[src/rtl/ac_link_consts.svh]
// constants for the ac-link host: register map, fields, timing
`ifndef AC_LINK_CONSTS_SVH
`define AC_LINK_CONSTS_SVH
// How it works
// RQ1 - codec halves its crystal to make bit clock
// RQ2 - host frames are bit clock divided by 256
// RQ3 - drive on rising, sample on falling edge
// RQ4 - cold reset: reset low at least 1 us
// RQ5 - warm reset: sync high 1 us, no clock
// RQ6 - write to register 0 resets registers only
// RQ7 - no playback before codec ready seen
// RQ8 - tag slot plus twelve 20-bit slots
// RQ9 - tag bit one marks slot valid
// RQ10 - sync high sixteen bit clocks per frame
// RQ11 - codec logic static, keeps registers when halted
// RQ12 - tag: frame valid, slot flags, codec id
// RQ13 - sync rise, then first tag bit next edge
// RQ14 - msb first, unused bits zero filled
// RQ15 - 64 even 16-bit registers, odd reserved
// RQ16 - slot 1: read flag, index, zero tail
// RQ17 - slot 2: write data, zero on read
// RQ18 - slots 3,4: playback left and right
// RQ19 - codec ignores outgoing slots 5 to 12
// RQ20 - incoming tag bit 15 is codec ready
// RQ21 - poll ready before trusting incoming tag flags
// RQ22 - after ready, read power register 0x26; the code skips this read if a command is pending or written as ready rises
// RQ23 - incoming slots: status, record, slot12 status
// RQ24 - codec drives ready bit after seeing sync
// RQ25 - incoming slot 1 echoes register index
// RQ26 - incoming slot 2 holds read data
// RQ27 - incoming slots 5 to 11 zero
// RQ28 - read answer returns in next frame

// register map, byte addresses
`define REG_CTRL 8'h00
`define REG_STAT 8'h04
`define REG_CMD 8'h08
`define REG_RDATA 8'h0C
`define REG_PLAY_L 8'h10
`define REG_PLAY_R 8'h14
`define REG_REC_L 8'h18
`define REG_REC_R 8'h1C
`define REG_SLOT12 8'h20
// control fields
`define CTRL_RUN 0
`define CTRL_COLD 1
`define CTRL_WARM 2
// command fields
`define CMD_RD 23
`define CMD_IDX_HI 22
`define CMD_IDX_LO 16
// tag bit positions
`define TAG_VALID 15
`define TAG_S1 14
`define TAG_S2 13
`define TAG_S3 12
`define TAG_S4 11
`define TAG_S12 3
`define CODEC_ID 2'h0
// fixed values
`define PD_REG_IDX 7'h26
`define SYNC_HIGH_BITS 8'h10
`define RESP_OKAY 2'h0
`define RESP_SLVERR 2'h2
// timing
`define CLK_PERIOD_NS 20
`define RESET_HOLD_NS 1000
`define HOLD_CYC ((`RESET_HOLD_NS + `CLK_PERIOD_NS - 1) / `CLK_PERIOD_NS)
`endif

[src/rtl/ac_link_pkg.sv]
// types shared by the ac-link host
package ac_link_pkg;
    typedef enum logic [1:0] {
        ST_IDLE = 2'b00,
        ST_COLD = 2'b01,
        ST_WARM = 2'b10,
        ST_RUN = 2'b11
    } link_state_e;
    typedef struct packed {
        logic rd;
        logic [6:0] idx;
        logic [15:0] data;
    } cmd_s;
    typedef struct packed {
        logic [19:0] left;
        logic [19:0] right;
    } pcm_s;
endpackage

[src/rtl/ac_link_host.sv]
// ac-link host controller with axi4-lite register port
//
// Decided for this implementation: the placing of the registers and register access over AXI4-Lite.
`timescale 1ns/1ns
`include "ac_link_consts.svh"
module ac_link_host
    import ac_link_pkg::*;
#(
    parameter int ADDR_W = 8
) (
    // clock, reset, freeze
    input wire logic aclk,
    input wire logic aresetn,
    input wire logic ce,
    // axi4-lite write
    input wire logic awvalid,
    output logic awready,
    input wire logic [ADDR_W-1:0] awaddr,
    input wire logic wvalid,
    output logic wready,
    input wire logic [31:0] wdata,
    input wire logic [3:0] wstrb,
    output logic bvalid,
    input wire logic bready,
    output logic [1:0] bresp,
    // axi4-lite read
    input wire logic arvalid,
    output logic arready,
    input wire logic [ADDR_W-1:0] araddr,
    output logic rvalid,
    input wire logic rready,
    output logic [31:0] rdata,
    output logic [1:0] rresp,
    // link pins
    input wire logic link_bit_clk,
    input wire logic link_sdata_in,
    output logic link_sync,
    output logic link_sdata_out,
    output logic link_reset_n
);
    function automatic logic [31:0] merge(input logic [31:0] o, input logic [31:0] n,
                                          input logic [3:0] s);
        logic [31:0] r;
        r = o;
        for (int i = 0; i < 4; i++) begin
            if (s[i]) r[i*8 +: 8] = n[i*8 +: 8];
        end
        return r;
    endfunction

    function automatic logic [19:0] slot_of(input logic [255:0] f, input int n);
        return f[239 - 20 * (n - 1) -: 20];
    endfunction

    ////////////////////////////////////////////////////////////////////////
    // declarations
    logic [1:0] pins_s;
    logic bclk_q;
    link_state_e state, next_state;
    logic hold_busy;
    logic [7:0] frame_cnt;
    logic frames_live;
    logic [255:0] tx_shift;
    logic [254:0] rx_shift;
    logic run;
    cmd_s cmd;
    pcm_s play, rec;
    logic [19:0] slot12;
    logic cmd_pend, rd_wait, play_pend;
    logic codec_ready, ready_q;
    logic rd_done;
    logic [6:0] rd_idx;
    logic [15:0] rd_data;
    logic aw_got, w_got;
    logic [ADDR_W-1:0] aw_addr_q;
    logic [31:0] w_data_q;
    logic [3:0] w_strb_q;
    logic [31:0] rd_mux;
    logic rd_hit, wr_hit;

    ////////////////////////////////////////////////////////////////////////
    // pin capture and bit clock edges
    bit_sync #(.WIDTH(2)) u_pin_sync (
        .clk(aclk),
        .rst_n(aresetn),
        .ce(ce),
        .d({link_bit_clk, link_sdata_in}),
        .q(pins_s)
    );
    wire bclk_s = pins_s[1];
    wire din_s = pins_s[0];
    wire bclk_rise = ce & bclk_s & ~bclk_q;
    wire bclk_fall = ce & ~bclk_s & bclk_q;
    always_ff @(posedge aclk) begin
        if (!aresetn) bclk_q <= 1'b0;
        else if (ce) bclk_q <= bclk_s;
    end

    ////////////////////////////////////////////////////////////////////////
    // bus decode
    wire aw_hs = awvalid & awready;
    wire w_hs = wvalid & wready;
    wire ar_hs = arvalid & arready;
    wire do_wr = aw_got & w_got & ~bvalid;
    wire wr_ctrl = do_wr & (aw_addr_q == `REG_CTRL);
    wire wr_cmd = do_wr & (aw_addr_q == `REG_CMD);
    wire wr_pl = do_wr & (aw_addr_q == `REG_PLAY_L);
    wire wr_pr = do_wr & (aw_addr_q == `REG_PLAY_R);
    wire [31:0] ctrl_new = merge({31'h0000_0000, run}, w_data_q, w_strb_q);
    wire [31:0] cmd_new = merge({8'h00, cmd}, w_data_q, w_strb_q);
    wire [31:0] pl_new = merge({12'h000, play.left}, w_data_q, w_strb_q);
    wire [31:0] pr_new = merge({12'h000, play.right}, w_data_q, w_strb_q);
    wire cold_go = wr_ctrl & ctrl_new[`CTRL_COLD];
    wire warm_go = wr_ctrl & ctrl_new[`CTRL_WARM];
    wire rd_clr = ar_hs & (araddr == `REG_RDATA);
    always_comb begin
        wr_hit = 1'b1;
        if (aw_addr_q == `REG_CTRL) wr_hit = 1'b1;
        else if (aw_addr_q == `REG_CMD) wr_hit = 1'b1;
        else if (aw_addr_q == `REG_PLAY_L) wr_hit = 1'b1;
        else if (aw_addr_q == `REG_PLAY_R) wr_hit = 1'b1;
        else wr_hit = 1'b0;
    end
    always_comb begin
        rd_mux = 32'h0000_0000;
        rd_hit = 1'b1;
        if (araddr == `REG_CTRL) rd_mux = {31'h0000_0000, run};
        else if (araddr == `REG_STAT)
            rd_mux = {26'h000_0000, state, play_pend, rd_done, cmd_pend, codec_ready};
        else if (araddr == `REG_CMD) rd_mux = {8'h00, cmd};
        else if (araddr == `REG_RDATA) rd_mux = {9'h000, rd_idx, rd_data};
        else if (araddr == `REG_PLAY_L) rd_mux = {12'h000, play.left};
        else if (araddr == `REG_PLAY_R) rd_mux = {12'h000, play.right};
        else if (araddr == `REG_REC_L) rd_mux = {12'h000, rec.left};
        else if (araddr == `REG_REC_R) rd_mux = {12'h000, rec.right};
        else if (araddr == `REG_SLOT12) rd_mux = {12'h000, slot12};
        else rd_hit = 1'b0;
    end

    ////////////////////////////////////////////////////////////////////////
    // axi4-lite handshakes
    always_ff @(posedge aclk) begin
        if (!aresetn) begin
            {awready, wready, aw_got, w_got, bvalid} <= 5'h00;
            bresp <= `RESP_OKAY;
            aw_addr_q <= '0;
            w_data_q <= 32'h0000_0000;
            w_strb_q <= 4'h0;
        end else if (ce) begin
            awready <= ~aw_got & ~aw_hs & ~bvalid;
            wready <= ~w_got & ~w_hs & ~bvalid;
            if (aw_hs) {aw_got, aw_addr_q} <= {1'b1, awaddr};
            if (w_hs) {w_got, w_data_q, w_strb_q} <= {1'b1, wdata, wstrb};
            if (do_wr) begin
                {aw_got, w_got, bvalid} <= 3'h1;
                bresp <= wr_hit ? `RESP_OKAY : `RESP_SLVERR;
            end else if (bvalid & bready) begin
                bvalid <= 1'b0;
            end
        end
    end
    always_ff @(posedge aclk) begin
        if (!aresetn) begin
            {arready, rvalid} <= 2'h0;
            rdata <= 32'h0000_0000;
            rresp <= `RESP_OKAY;
        end else if (ce) begin
            arready <= ~ar_hs & ~rvalid;
            if (ar_hs) begin
                rvalid <= 1'b1;
                rdata <= rd_mux;
                rresp <= rd_hit ? `RESP_OKAY : `RESP_SLVERR;
            end else if (rvalid & rready) begin
                rvalid <= 1'b0;
            end
        end
    end

    ////////////////////////////////////////////////////////////////////////
    // software registers and the automatic power register read
    wire ready_rise = codec_ready & ~ready_q;
    wire auto_go = ready_rise & ~cmd_pend & ~wr_cmd;
    wire cmd_set = wr_cmd | auto_go;
    always_ff @(posedge aclk) begin
        if (!aresetn) begin
            run <= 1'b0;
            cmd <= '0;
            play <= '0;
        end else if (ce) begin
            if (wr_ctrl) run <= ctrl_new[`CTRL_RUN];
            if (wr_cmd) cmd <= cmd_new[23:0];
            else if (auto_go) cmd <= '{rd: 1'b1, idx: `PD_REG_IDX, data: 16'h0000}; // [RQ22]
            if (wr_pl) play.left <= pl_new[19:0];
            if (wr_pr) play.right <= pr_new[19:0];
        end
    end

    ////////////////////////////////////////////////////////////////////////
    // link state: idle, cold reset, warm reset, running frames
    wire hold_start = ce & (next_state != state) &
                      ((next_state == ST_COLD) | (next_state == ST_WARM));
    hold_timer #(.CYCLES(`HOLD_CYC)) u_hold (
        .clk(aclk),
        .rst_n(aresetn),
        .ce(ce),
        .start(hold_start),
        .busy(hold_busy)
    );
    always_comb begin
        next_state = state;
        case (state)
            ST_IDLE: begin
                if (cold_go) next_state = ST_COLD;
                else if (warm_go) next_state = ST_WARM; // [RQ5]
                else if (run) next_state = ST_RUN;
            end
            ST_COLD, ST_WARM: begin
                if (!hold_busy) next_state = ST_IDLE;
            end
            ST_RUN: begin
                if (cold_go) next_state = ST_COLD;
                else if (!run && frame_cnt == 8'h00) next_state = ST_IDLE;
            end
            default: next_state = ST_IDLE;
        endcase
    end
    always_ff @(posedge aclk) begin
        if (!aresetn) begin
            state <= ST_IDLE;
            link_reset_n <= 1'b1;
        end else if (ce) begin
            state <= next_state;
            link_reset_n <= (state != ST_COLD); // [RQ4]
        end
    end

    ////////////////////////////////////////////////////////////////////////
    // outgoing frame
    wire play_go = play_pend & codec_ready; // [RQ7] [RQ21]
    wire wr_op = cmd_pend & ~cmd.rd;
    wire [15:0] tx_tag = {cmd_pend | play_go, cmd_pend, wr_op, play_go, play_go,
                          9'h000, `CODEC_ID}; // [RQ9] [RQ12]
    wire [19:0] tx_s1 = cmd_pend ? {cmd.rd, cmd.idx, 12'h000} : 20'h0_0000; // [RQ16]
    wire [19:0] tx_s2 = wr_op ? {cmd.data, 4'h0} : 20'h0_0000; // [RQ17]
    wire [19:0] tx_s3 = play_go ? play.left : 20'h0_0000; // [RQ18]
    wire [19:0] tx_s4 = play_go ? play.right : 20'h0_0000; // [RQ18]
    wire [255:0] tx_frame = {tx_tag, tx_s1, tx_s2, tx_s3, tx_s4, 160'h0}; // [RQ8] [RQ14]
    wire frame_open = bclk_rise & (state == ST_RUN) & (frame_cnt == 8'h00);
    always_ff @(posedge aclk) begin
        if (!aresetn) begin
            {link_sync, link_sdata_out, frames_live} <= 3'h0;
            frame_cnt <= 8'h00;
            tx_shift <= '0;
        end else if (ce) begin
            if (state == ST_WARM) begin
                link_sync <= 1'b1; // [RQ5]
            end else if (state != ST_RUN) begin
                {link_sync, link_sdata_out, frames_live} <= 3'h0;
                frame_cnt <= 8'h00;
            end else if (bclk_rise) begin
                frame_cnt <= frame_cnt + 8'h01; // [RQ2]
                link_sync <= (frame_cnt < `SYNC_HIGH_BITS); // [RQ10] [RQ13]
                if (frame_cnt == `SYNC_HIGH_BITS) frames_live <= 1'b1;
                if (frame_open) begin
                    tx_shift <= tx_frame;
                    link_sdata_out <= 1'b0;
                end else begin
                    link_sdata_out <= tx_shift[255]; // [RQ3]
                    tx_shift <= {tx_shift[254:0], 1'b0};
                end
            end
        end
    end

    ////////////////////////////////////////////////////////////////////////
    // incoming frame: sampled on falling edges, decoded as the last bit lands
    wire [255:0] rx_full = {rx_shift, din_s};
    wire [15:0] rx_tag = rx_full[255:240];
    wire [19:0] rx_s1 = slot_of(rx_full, 1);
    wire [19:0] rx_s2 = slot_of(rx_full, 2);
    wire frame_done = bclk_fall & (state == ST_RUN) & frames_live & (frame_cnt == 8'h01);
    wire rx_ok = frame_done & rx_tag[`TAG_VALID]; // [RQ20] [RQ21]
    wire rd_got = rx_ok & rx_tag[`TAG_S1] & rx_tag[`TAG_S2] & rd_wait; // [RQ28]
    wire cmd_sent = frame_open & cmd_pend;
    wire play_sent = frame_open & play_go;
    always_ff @(posedge aclk) begin
        if (!aresetn) rx_shift <= '0;
        else if (bclk_fall & (state == ST_RUN)) rx_shift <= rx_full[254:0]; // [RQ3] [RQ24]
    end
    always_ff @(posedge aclk) begin
        if (!aresetn) begin
            {cmd_pend, rd_wait, play_pend, rd_done} <= 4'h0;
        end else if (ce) begin
            cmd_pend <= cmd_set | (cmd_pend & ~cmd_sent);
            rd_wait <= (cmd_sent & cmd.rd) | (rd_wait & ~rd_got);
            play_pend <= wr_pr | (play_pend & ~play_sent);
            rd_done <= rd_got | (rd_done & ~rd_clr);
        end
    end
    always_ff @(posedge aclk) begin
        if (!aresetn) begin
            {codec_ready, ready_q} <= 2'h0;
            {rd_idx, rd_data} <= 23'h00_0000;
            rec <= '0;
            slot12 <= 20'h0_0000;
        end else if (ce) begin
            ready_q <= codec_ready;
            if ((state == ST_COLD) | (state == ST_WARM)) codec_ready <= 1'b0; // [RQ7]
            else if (frame_done) codec_ready <= rx_tag[`TAG_VALID]; // [RQ20]
            if (rd_got) begin
                rd_idx <= rx_s1[18:12];
                rd_data <= rx_s2[19:4];
            end
            if (rx_ok & rx_tag[`TAG_S3]) rec.left <= slot_of(rx_full, 3);
            if (rx_ok & rx_tag[`TAG_S4]) rec.right <= slot_of(rx_full, 4);
            if (rx_ok & rx_tag[`TAG_S12]) slot12 <= slot_of(rx_full, 12);
        end
    end

    localparam int HOLD_MIN = `HOLD_CYC;
    logic [7:0] rst_low;
    always_ff @(posedge aclk) begin
        if (!aresetn || link_reset_n) rst_low <= 8'h00;
        else if (ce && rst_low != 8'hFF) rst_low <= rst_low + 8'h01;
    end
endmodule // ac_link_host

[src/rtl/bit_sync.sv]
// two-flop synchroniser for pin inputs
`timescale 1ns/1ns
module bit_sync #(
    parameter int WIDTH = 2
) (
    // clock, reset, freeze
    input wire logic clk,
    input wire logic rst_n,
    input wire logic ce,
    // pins in, synchronised out
    input wire logic [WIDTH-1:0] d,
    output logic [WIDTH-1:0] q
);
    logic [WIDTH-1:0] meta;
    always_ff @(posedge clk) begin
        if (!rst_n) begin
            meta <= '0;
            q <= '0;
        end else if (ce) begin
            meta <= d;
            q <= meta;
        end
    end
endmodule // bit_sync

[src/rtl/hold_timer.sv]
// holds busy high for a fixed number of cycles after start
`timescale 1ns/1ns
module hold_timer #(
    parameter int CYCLES = 50
) (
    // clock, reset, freeze
    input wire logic clk,
    input wire logic rst_n,
    input wire logic ce,
    // control
    input wire logic start,
    output logic busy
);
    localparam int W = $clog2(CYCLES + 1);
    logic [W-1:0] cnt;
    always_ff @(posedge clk) begin
        if (!rst_n) begin
            cnt <= '0;
            busy <= 1'b0;
        end else if (ce) begin
            if (start) begin
                cnt <= W'(CYCLES - 1);
                busy <= 1'b1;
            end else if (cnt != '0) begin
                cnt <= cnt - 1'b1;
            end else begin
                busy <= 1'b0;
            end
        end
    end
endmodule // hold_timer

[config.mk]
export PLATFORM = sky130hd
export DESIGN_NAME = ac_link_host
export DESIGN_NICKNAME = d
export VERILOG_FILES = /design/src/rtl/ac_link_pkg.sv /design/src/rtl/ac_link_host.sv /design/src/rtl/bit_sync.sv /design/src/rtl/hold_timer.sv
export VERILOG_INCLUDE_DIRS = /design/src /design/src/rtl
export SDC_FILE = /design/constraint.sdc
export NUM_CORES = 1
export LEC_CHECK = 0
export ABC_AREA = 1
export BUFFER_PORTS_ARGS = -buffer_cell sky130_fd_sc_hd__buf_4
export CAP_MARGIN = 20
export CORE_UTILIZATION = 55
export CTS_BUF_LIST = sky130_fd_sc_hd__clkbuf_4 sky130_fd_sc_hd__clkbuf_8 sky130_fd_sc_hd__clkbuf_16
export DETAILED_ROUTE_END_ITERATION = 10
export GPL_TIMING_DRIVEN = 0
export MAX_ROUTING_LAYER = met4
export PLACE_DENSITY = 0.7
export SLEW_MARGIN = 10
export SYNTH_ARGS = -nofsm -noshare
export SYNTH_HDL_FRONTEND = slang
export SYNTH_SLANG_ARGS = --single-unit
export TNS_END_PERCENT = 100
[constraint.sdc]
create_clock -name aclk -period 3 [get_ports aclk]
set_input_delay 0.6 -clock aclk [delete_from_list [all_inputs] [get_ports aclk]]
set_output_delay 0.6 -clock aclk [all_outputs]
set_load 0.02 [all_outputs]
* After elaboration in Yosys (flattened, before gate mapping)
Cells that the tools add are included.
** Word-level totals
- Flip-flop bits (word level) :: 769
- Input bits :: 62
- Logic and storage cells :: 266
** Cells by class
- $add $sub $neg :: 2
- Order comparisons :: 1
- Equality and inequality tests :: 25
- Muxes and demuxes :: 67
- Bitwise gates (word level) :: 76
- Reduce and logical (&&, ||, !) cells :: 47
** Operator list (number)
- $mux 256 :: 1
- $mux 20 :: 9
- $mux 24 :: 5
- $eq 8x5->1 const B :: 7
- $and 1x1->1 :: 49
- $mux 8 :: 5
- $mux 1 :: 34
- $reduce_and 3->1 :: 11
- $reduce_and 2->1 :: 16
- $eq 8x4->1 const B :: 3
- $logic_not 8->1 :: 3
- $mux 23 :: 1
- $not 1->1 :: 19
- $reduce_bool 2->1 :: 9
- $mux 2 :: 8
- $mux 6 :: 2
- $ne 2x2->1 const B :: 5
- $add 8x1->8 const B :: 1
- $eq 8x1->1 const B :: 1
- $eq 8x3->1 const B :: 1
- $eq 8x6->1 const B :: 1
- $lt 8x5->1 const B :: 1
- $or 1x1->1 :: 8
- $reduce_and 4->1 :: 2
- other kinds (13) :: 16

* Depth between registers and ports, before layout
Gate-level depths: netlist of run 1.
- Word-level depth :: 13
- Depth in mapped cells :: 16
- Mapped depth without buffers :: 16

* Cells and area by module
Synthesis of run 1 repeated with hierarchy kept, for this count alone.
** Unflattened totals
- Cell total of the unflattened synthesis :: 3122
- Area, all modules :: 23297.3 um^2
** By module, submodules not included
- ac_link_host :: times used 1, cells each 3039, area an instance 22721.8 um^2, seq. area each 11771.3 um^2
- hold_timer :: times used 1, cells each 58, area an instance 409.1 um^2, seq. area each 140.1 um^2
- bit_sync :: times used 1, cells each 25, area an instance 166.4 um^2, seq. area each 80.1 um^2

* Worst setup path after synthesis of run 1
No wires, ideal clock.
- Path type :: input -> register
- Start :: input araddr[6]
- End :: register rdata[18]
- Library setup time :: 132 ps
- Arrival time :: 1791 ps
- Slack :: 1077 ps
- Stages :: 9
- Buffers on the path :: 1
- Path through :: inv_1 > nand2_1 > nor3_1 > inv_1 > nor2_1 > clkinv_1 > clkbuf_1 > o211ai_1 > a21oi_1
** On the way
- Cells in the longest elaborated chain, start to end :: 10
- Elaborated cells between the ends (all ways) :: 18
- Those cells by class :: eq/ne (8); mux (9); reduce/logical (1)
** Ends and longest elaborated chain
- from (decl) :: line ac_link_host.sv:29 : input wire logic [ADDR_W-1:0] araddr,
- $eq 8x6->1 (no line)
- $mux 20 :: line ac_link_host.sv:136 : else if (araddr == `REG_SLOT12) rd_mux = {12'h000, slot12};
- $mux 20 :: line ac_link_host.sv:135 : else if (araddr == `REG_REC_R) rd_mux = {12'h000, rec.right};
- $mux 20 :: line ac_link_host.sv:134 : else if (araddr == `REG_REC_L) rd_mux = {12'h000, rec.left};
- $mux 20 :: line ac_link_host.sv:133 : else if (araddr == `REG_PLAY_R) rd_mux = {12'h000, play.right};
- $mux 20 :: line ac_link_host.sv:132 : else if (araddr == `REG_PLAY_L) rd_mux = {12'h000, play.left};
- $mux 23 :: line ac_link_host.sv:131 : else if (araddr == `REG_RDATA) rd_mux = {9'h000, rd_idx, rd_data};
- $mux 24 :: line ac_link_host.sv:130 : else if (araddr == `REG_CMD) rd_mux = {8'h00, cmd};
- $mux 24 :: line ac_link_host.sv:128 : else if (araddr == `REG_STAT)
- $mux 24 (*) :: line ac_link_host.sv:127 : if (araddr == `REG_CTRL) rd_mux = {31'h0000_0000, run};
- to (signal assigned) :: line ac_link_host.sv:171 : rdata <= rd_mux;
- to (decl) :: line ac_link_host.sv:32 : output logic [31:0] rdata,
Every way passes the cells marked *; elsewhere a longest branch is shown, timed or not.
A chain may end at the register's enable or synchronous reset.

* Worst setup path in the final report of run 1
- Start :: register state[0]
- End :: register slot12[15]
** On the way
- Cells in the longest elaborated chain, start to end :: 7
** Ends and longest elaborated chain
- from (decl) :: line ac_link_host.sv:59 : link_state_e state, next_state;
- from (signal assigned) :: line ac_link_host.sv:232 : state <= next_state;
- $eq 2x2->1 :: line ac_link_host.sv:281 : wire frame_done = bclk_fall & (state == ST_RUN) & frames_live & (frame_cnt == 8'h01);
- $and 1x1->1 (3 in a row) :: line ac_link_host.sv:281
- $and 1x1->1 :: line ac_link_host.sv:282 : wire rx_ok = frame_done & rx_tag[`TAG_VALID];
- $and 1x1->1 :: line ac_link_host.sv:316 : if (rx_ok & rx_tag[`TAG_S12]) slot12 <= slot_of(rx_full, 12);
- $reduce_and 2->1 (no line)
- to (signal assigned) :: line ac_link_host.sv:316
- to (decl) :: line ac_link_host.sv:68 : logic [19:0] slot12;
No other way between the ends.

==> results.md, run 1 <==
- Initial cell density of the core: 56.2%
- H-tree depth: 2
- Overall Global Routing Usage: approximately a third
- Mapped cell area: about 23000 um2
- DRT Wirelength: approximately 66000 um
- Leakage: about 9.8 nW
- Setup-failing EPs final: 0
- Largest stage delay, worst path: 0.43 ns
- Die Y: between 200 and 250 um
- Worst Skew: about 0.022 ns
- Clock latency on the worst-skew pair: roughly 0.63 ns
- Overflow left after global routing: 0
- Data arrival time at the worst-slack endpoint: between 3 and 4 ns
- Total core area: a little over 40000 um2
- Via count: between 20000 and 25000
- Synth top area cells: dfxtp_1 52%, o21ai_0 11%, nor2_1 9.1%
- Initial antenna violation count: 0
- Outcome: completed
- CP cell instances: ha_1 > buf_2 > nand4_2 > nor3_2 > and2_1 > buf_4 > nand2_1 > clkbuf_1 > o21ai_0 > a21oi_1
- Post-DP HPWL: 48300 um
- Post-detailed-route count of antenna-violating nets: 0
- Via density: around 5.6
- Die Area: approximately 43000 um2
- Fmax: ~360 MHz
- Final Hold Fails: 0
- Peak VDD IR: around 550 uV
- Share of layout cells above drive strength 1: 9.97%
- TritonCTS Buffers: 59
- Yosys synthesis warning count: 0
- Max cap viols: 0
- Drt wl/cell: 17.7 um
- Largest net degree at the start of global routing: 16
- Top FF cell, synth: dfxtp_1
- HP Class: primary input to flop
- Number of I/O pins: between 100 and 150
- Power per cell area: approximately 640 nW/um2
- Asr flop ratio synth: 0%
- Drt first-iter violations: between 2000 and 2500
- Placed cells: roughly 3600
- Port bufs: 84
- Pre-Repair DR Iteration Count: 5
- CP required: roughly 3.5 ns
- Top-area cell type share of the netlist area: 51.8%
- Finished Core Util: 64.5%
- Critical path type: flop to flop
- Seq/Total Area, Yosys: 51.8%
- Crit path capture type: flop
- Crit path setup slack, layout: 0.257 ns
- Antenna cells: 0
- RSZ-0062 raised after global routing: false
- Critical-path top delay cell: dfxtp_1
- Root buf cell: clkbuf_16
- Synth unique cells: 55
- Fill cell count: ~3600
- Layout area overhead: 14.8%
- Least-Margin Pin Slew: 1.00 ns
- Post-synth top area cell: dfxtp_1
- CP startpoint kind: flop
- Cts hold-fix bufs: 0
- Resized cells post-CTS: 0
- Clock slew at reported path FFs: roughly 0.06 ns
- Commonest non-fill, non-tap cell in the layout: dfxtp_1
- Slew HR: between 30% and 40%
- Synth Instances: about 3000
- FP Rows: 74
- Total power: between 15 and 20 mW
- Post-CTS Setup Bufs: 0
- Final Slew Violations: 0
- Tmin final: ~2.7 ns
- Worst-path fanout max: 10
- Final hold slack: around 0.23 ns
- Period utilisation layout: between 90% and 100%
- Most frequent cells in the layout: 599 x dfxtp_1, 562 x nor2_1, 489 x o21ai_0
- # nets final: 3220
- Vias in the first global route: slightly below 20000
- Kind of cell adding the most delay to the critical path: simple AND/OR/NAND/NOR gates
- Synthesized area per cell: just under 8 um2
- Max Root-Sink Buffers: 3
- Placer Congestion: a little under 1
- Buf/Inv on CP: 3
- Number of enable flip-flop cells after synthesis: 0
- DP Worst Slack: -0.209 ns
- Dpl cell area: about 24000 um2
- CTS tree: done
- Die X: approximately 210 um
- Fin Setup TNS: 0 ns
- Fin area: approximately 27000 um2
- # clock sinks: between 500 and 600
- Drt drc: 0
- Yosys reg bits: 599
- First-pass GRT wire length: 104000 um
- Post-route insts no fill: 3730
## cell families (layout without fill, tap and decap cells)
| group | after synthesis | after routing | synth area share, % |
|---|---|---|---|
| AO/OA/AOI/OAI | 991 | 991 | 22.6 |
| XOR/XNOR | 4 | 4 | 0.151 |
| adder cells (fa/ha/maj) | 9 | 9 | 0.486 |
| buffers and inverters | 441 | 635 | 7.75 |
| flip-flops | 599 | 599 | 51.8 |
| other | 1 | 10 | 0.0162 |
| AND/OR/NAND/NOR | 950 | 950 | 17.2 |
## where the power goes
| group | switching (mW) | internal [mW] | total [mW] |
|---|---|---|---|
| clock network | 3.15 | 4.69 | 7.84 |
| logic | 0.654 | 0.319 | 0.974 |
| registers | 0.0710 | 8.03 | 8.10 |
## flip-flops by register name, indices dropped and copies added, names as in the netlist, 3 cells and up
signal      cells
u_hold.cnt      6
frame_cnt       8
slot12         20
cmd            24
aw_addr_q       8
tx_shift       96
rd_idx          7
rec            40
play           40
rx_shift      255
rd_data        16
rdata          24
w_data_q       24
w_strb_q        3
## cells in the mapped netlist, types with 3 or more instances
master    count
a211oi_1      7
clkbuf_1    158
ha_1          9
a221oi_1     17
o22ai_1      20
o211ai_1     21
a31oi_1       7
a21oi_1     385
nor2_4        3
nor3_1        7
nor4_1        3
nor2_2       12
inv_1       199
nand4_1      21
nor2_1      562
buf_6         4
buf_4        18
nand2_1     254
clkinv_1      5
o21ai_1      22
dfxtp_1     599
buf_1         6
xor2_1        4
nand3_2       5
o21ai_0     489
nor3b_1       3
inv_2        20
nand3_1      55
o221ai_1      5
nand2_2       9
nor3_2        4
buf_2        29
## layer usage
layer  part of all wire, %  vias up  global-route usage [%]
met3                   7.1      142                    4.81
met4                   3.6        0                    12.0
met1                    44     9723                    41.5
met2                    45      748                    48.4
li1                      -    10200                       -
met5                     0        -                       -
## worst min-delay path, cell delays in order
cell and delay, ns:
buf_4 0.09, nor2_1 0.04, nor2_1 0.08
## final timing paths
path	slack (ns)	to	startpoint	depth (start not counted)
max	0.26	slot12[15]	state[0]	10
min	0.23	u_pin_sync.meta[1]	link_bit_clk	3
max reg2reg	0.26	slot12[15]	state[0]	10
min reg2reg	0.45	rec[5]	rec[5]	2
## cell type report
| cell class | instances | area, um2 | share of cell area, % |
|---|---|---|---|
| clock buffers | 87 | 1810 | 6.81 |
| clock inverters | 23 | 285 | 1.07 |
| repair buffers | 84 | 631 | 2.37 |
| inverters | 226 | 853 | 3.21 |
| multi-input cells | 1964 | 9400 | 35.4 |
| plain buffers | 215 | 941 | 3.54 |
| flip-flops and latches | 599 | 12000 | 45.1 |
| well taps | 532 | 666 | 2.50 |
Note: power is estimated with default switching activity, not from simulation.
==> run 2, diff against run 1 <==
--- a/config.mk
+++ b/config.mk
@@ -10,7 +10,7 @@
 export BUFFER_PORTS_ARGS = -buffer_cell sky130_fd_sc_hd__buf_4
 export CAP_MARGIN = 20
 export CORE_UTILIZATION = 55
-export CTS_BUF_LIST = sky130_fd_sc_hd__clkbuf_4 sky130_fd_sc_hd__clkbuf_8 sky130_fd_sc_hd__clkbuf_16
+export CTS_BUF_LIST = sky130_fd_sc_hd__clkbuf_2 sky130_fd_sc_hd__clkbuf_4 sky130_fd_sc_hd__clkbuf_8
 export DETAILED_ROUTE_END_ITERATION = 10
 export GPL_TIMING_DRIVEN = 0
 export MAX_ROUTING_LAYER = met4
==> results.md, run 2 (same netlist as run 1, synthesis figures left out) <==
- CP startpoint kind: primary input
- Post-detailed-route count of antenna-violating nets: 0 (unchanged)
- RSZ-0062 raised after global routing: false
- Die Area: 42900 um2 (unchanged)
- Worst Skew: 0.0249 ns (+0.00269 ns)
- Root buf cell: clkbuf_8
- Initial cell density of the core: 56.2% (unchanged)
- Kind of cell adding the most delay to the critical path: simple AND/OR/NAND/NOR gates
- Most flops, register: rx_shift
- Share of layout cells above drive strength 1: 11.4% (+1.5 points)
- Seq pwr share: 50.1% (+2.2 points)
- Leakage: 9.77 nW (-0.14%)
- # clock sinks: 599 (unchanged)
- DRT Wirelength: 66100 um (about the same)
- Clock slew at reported path FFs: 0.06 ns (about the same)
- Antenna cells: 0 (unchanged)
- Die X: 207 um (unchanged)
- Cts hold-fix bufs: 0 (unchanged)
- CTS tree: done
- Combinational power share: 6.0% (+0.2 points)
- Period utilisation layout: 94.3% (+2.9 points)
- Drt wl/cell: 17.5 um (-1.3%)
- Commonest non-fill, non-tap cell in the layout: dfxtp_1
- Largest net degree at the start of global routing: 13 (-3)
- Peak VDD IR: 395 uV (-28%)
- Overflow left after global routing: 0 (unchanged)
- First-pass GRT wire length: 103000 um (-0.13%)
- Die Y: 207 um (unchanged)
- Least-Margin Pin Slew: 1.03 ns (+0.0259 ns)
- Vias in the first global route: 19500 (+1.5%)
- Tmin final: 2.83 ns (+0.0861 ns)
- Most frequent cells in the layout: 599 x dfxtp_1, 562 x nor2_1, 489 x o21ai_0
- Slew HR: 31.5% (about the same)
- Placer Congestion: 0.993 (unchanged)
- Max reg flops: 255 (unchanged)
- NetSw: 3.85 mW (-0.56%)
- Power per cell area: 613 nW/um2 (-3.7%)
- Via count: 20900 (+0.36%)
- Drt first-iter violations: 2068 (-2.2%)
- H-tree depth: 3 (+1)
- Overall Global Routing Usage: 31.4% (+0.040 points)
- Clk pwr share: 43.9% (-2.4 points)
- Setup-failing EPs final: 0 (unchanged)
- Regs by FF count: rx_shift x255, tx_shift x96
- Port bufs: 84 (unchanged)
- Drt drc: 0 (unchanged)
- Worst-path fanout max: 10 (unchanged)
- Total power: 16.2 mW (-4.3%)
- Fmax: 354 MHz (-3.0%)
- Switching Fraction: 23.8% (+0.89 points)
- Crit path capture type: flop
- Data arrival time at the worst-slack endpoint: 3.36 ns (+0.13 ns)
- Number of I/O pins: 106 (unchanged)
- Internal Power: 12.3 mW (-5.4%)
- Resized cells post-CTS: 0 (unchanged)
- Final Slew Violations: 0 (unchanged)
- Critical-path top delay cell: nor3_1
- # nets final: 3257 (+1.1%)
- CP dominant cell by count: inv_1
- Post-CTS Setup Bufs: 0 (unchanged)
- Pre-Repair DR Iteration Count: 6 (+1)
- CP cell instances: buf_4 > inv_1 > nand2_1 > nor3_1 > inv_1 > nor2_1 > clkinv_1 > clkbuf_1 > o211ai_1 > a21oi_1
- Largest stage delay, worst path: 0.73 ns (+0.30 ns)
- Initial antenna violation count: 0 (unchanged)
- Max Root-Sink Buffers: 3 (unchanged)
- Max cap viols: 0 (unchanged)
- Final Hold Fails: 0 (unchanged)
- TritonCTS Buffers: 96 (+63%)
- Finished Core Util: 64.2% (-0.35 points)
- CP required: 3.53 ns (+0.04 ns)
- HP Class: primary input to flop
- Buf/Inv on CP: 5 (+2)
- Total core area: 41200 um2 (unchanged)
- Clock latency on the worst-skew pair: 0.68 ns (+0.05 ns)
- FP Rows: 74 (unchanged)
- Via density: 5.53 (-1.0%)
- Critical path type: primary input to flop
- Outcome: completed
- Layout area overhead: 14.2%
- Post-DP HPWL: 48300 um (unchanged)
==> run 2: changes by cell type in the layout (fill, tap and decap cells not counted), moves of 5 or more <==
cell	delta
bufinv_16	-5
clkbuf_4	+25
clkinv_2	-5
clkbuf_16	-60
clkbuf_8	+99
==> run 2: power groups by stage <==
stage	combinational, mW	clock, mW	sequential, mW
after floorplan	0.669	0	8.26
after global placement	0.940	0	8.28
after detailed placement	0.957	0	8.28
after CTS	0.961	7.21	8.11
after global routing	1.09	7.55	8.11
final	0.973	7.11	8.11
==> run 2: final cells by class <==
class	instances	area (um2)
tap	532	666
timing repair buffer	84	631
fill	3683	14800
clock inverter	12	92.6
clock buffer	151	1860
buffer	215	941
multi-input combinational	1964	9400
sequential	599	12000
inverter	226	853
==> run 2: routing by layer <==
layer  GRT usage, %  part of all wire (%)  vias to the layer above
met1           41.3                    44                     9678
met2           48.1                    45                      778
met3           5.06                   7.4                      163
li1               -                     -                    10300
met5              -                     0                        -
met4           13.1                   3.7                        0
==> run 2: metrics by stage <==
stage | hold slack (ns) | instance area (um2) | cells | setup WS, ns | TNS (ns)
floorplan | 0.424 | 23200 | 3004 | 1.08 | 0
global placement | 0.434 | 24500 | 3620 | -0.180 | -1.04
detailed placement | 0.439 | 24500 | 3620 | -0.209 | -1.23
CTS | 0.135 | 26400 | 3783 | 0.296 | 0
global route | 0.161 | 26400 | 3783 | 0.0681 | 0
finish | 0.168 | 26400 | 3783 | 0.171 | 0
==> run 2: final timing paths <==
kind	start	to	slack, ns	cells past startpoint
setup / recovery	araddr[6]	rdata[18]	0.17	10
hold / removal	link_bit_clk	u_pin_sync.meta[1]	0.17	3
setup reg to reg	state[0]	slot12[14]	0.25	10
hold reg to reg	rec[9]	rec[9]	0.45	2
==> run 2: worst min-delay path, cell delays in order <==
cell	delay, ns
buf_4	0.09
nor2_1	0.04
nor2_1	0.08
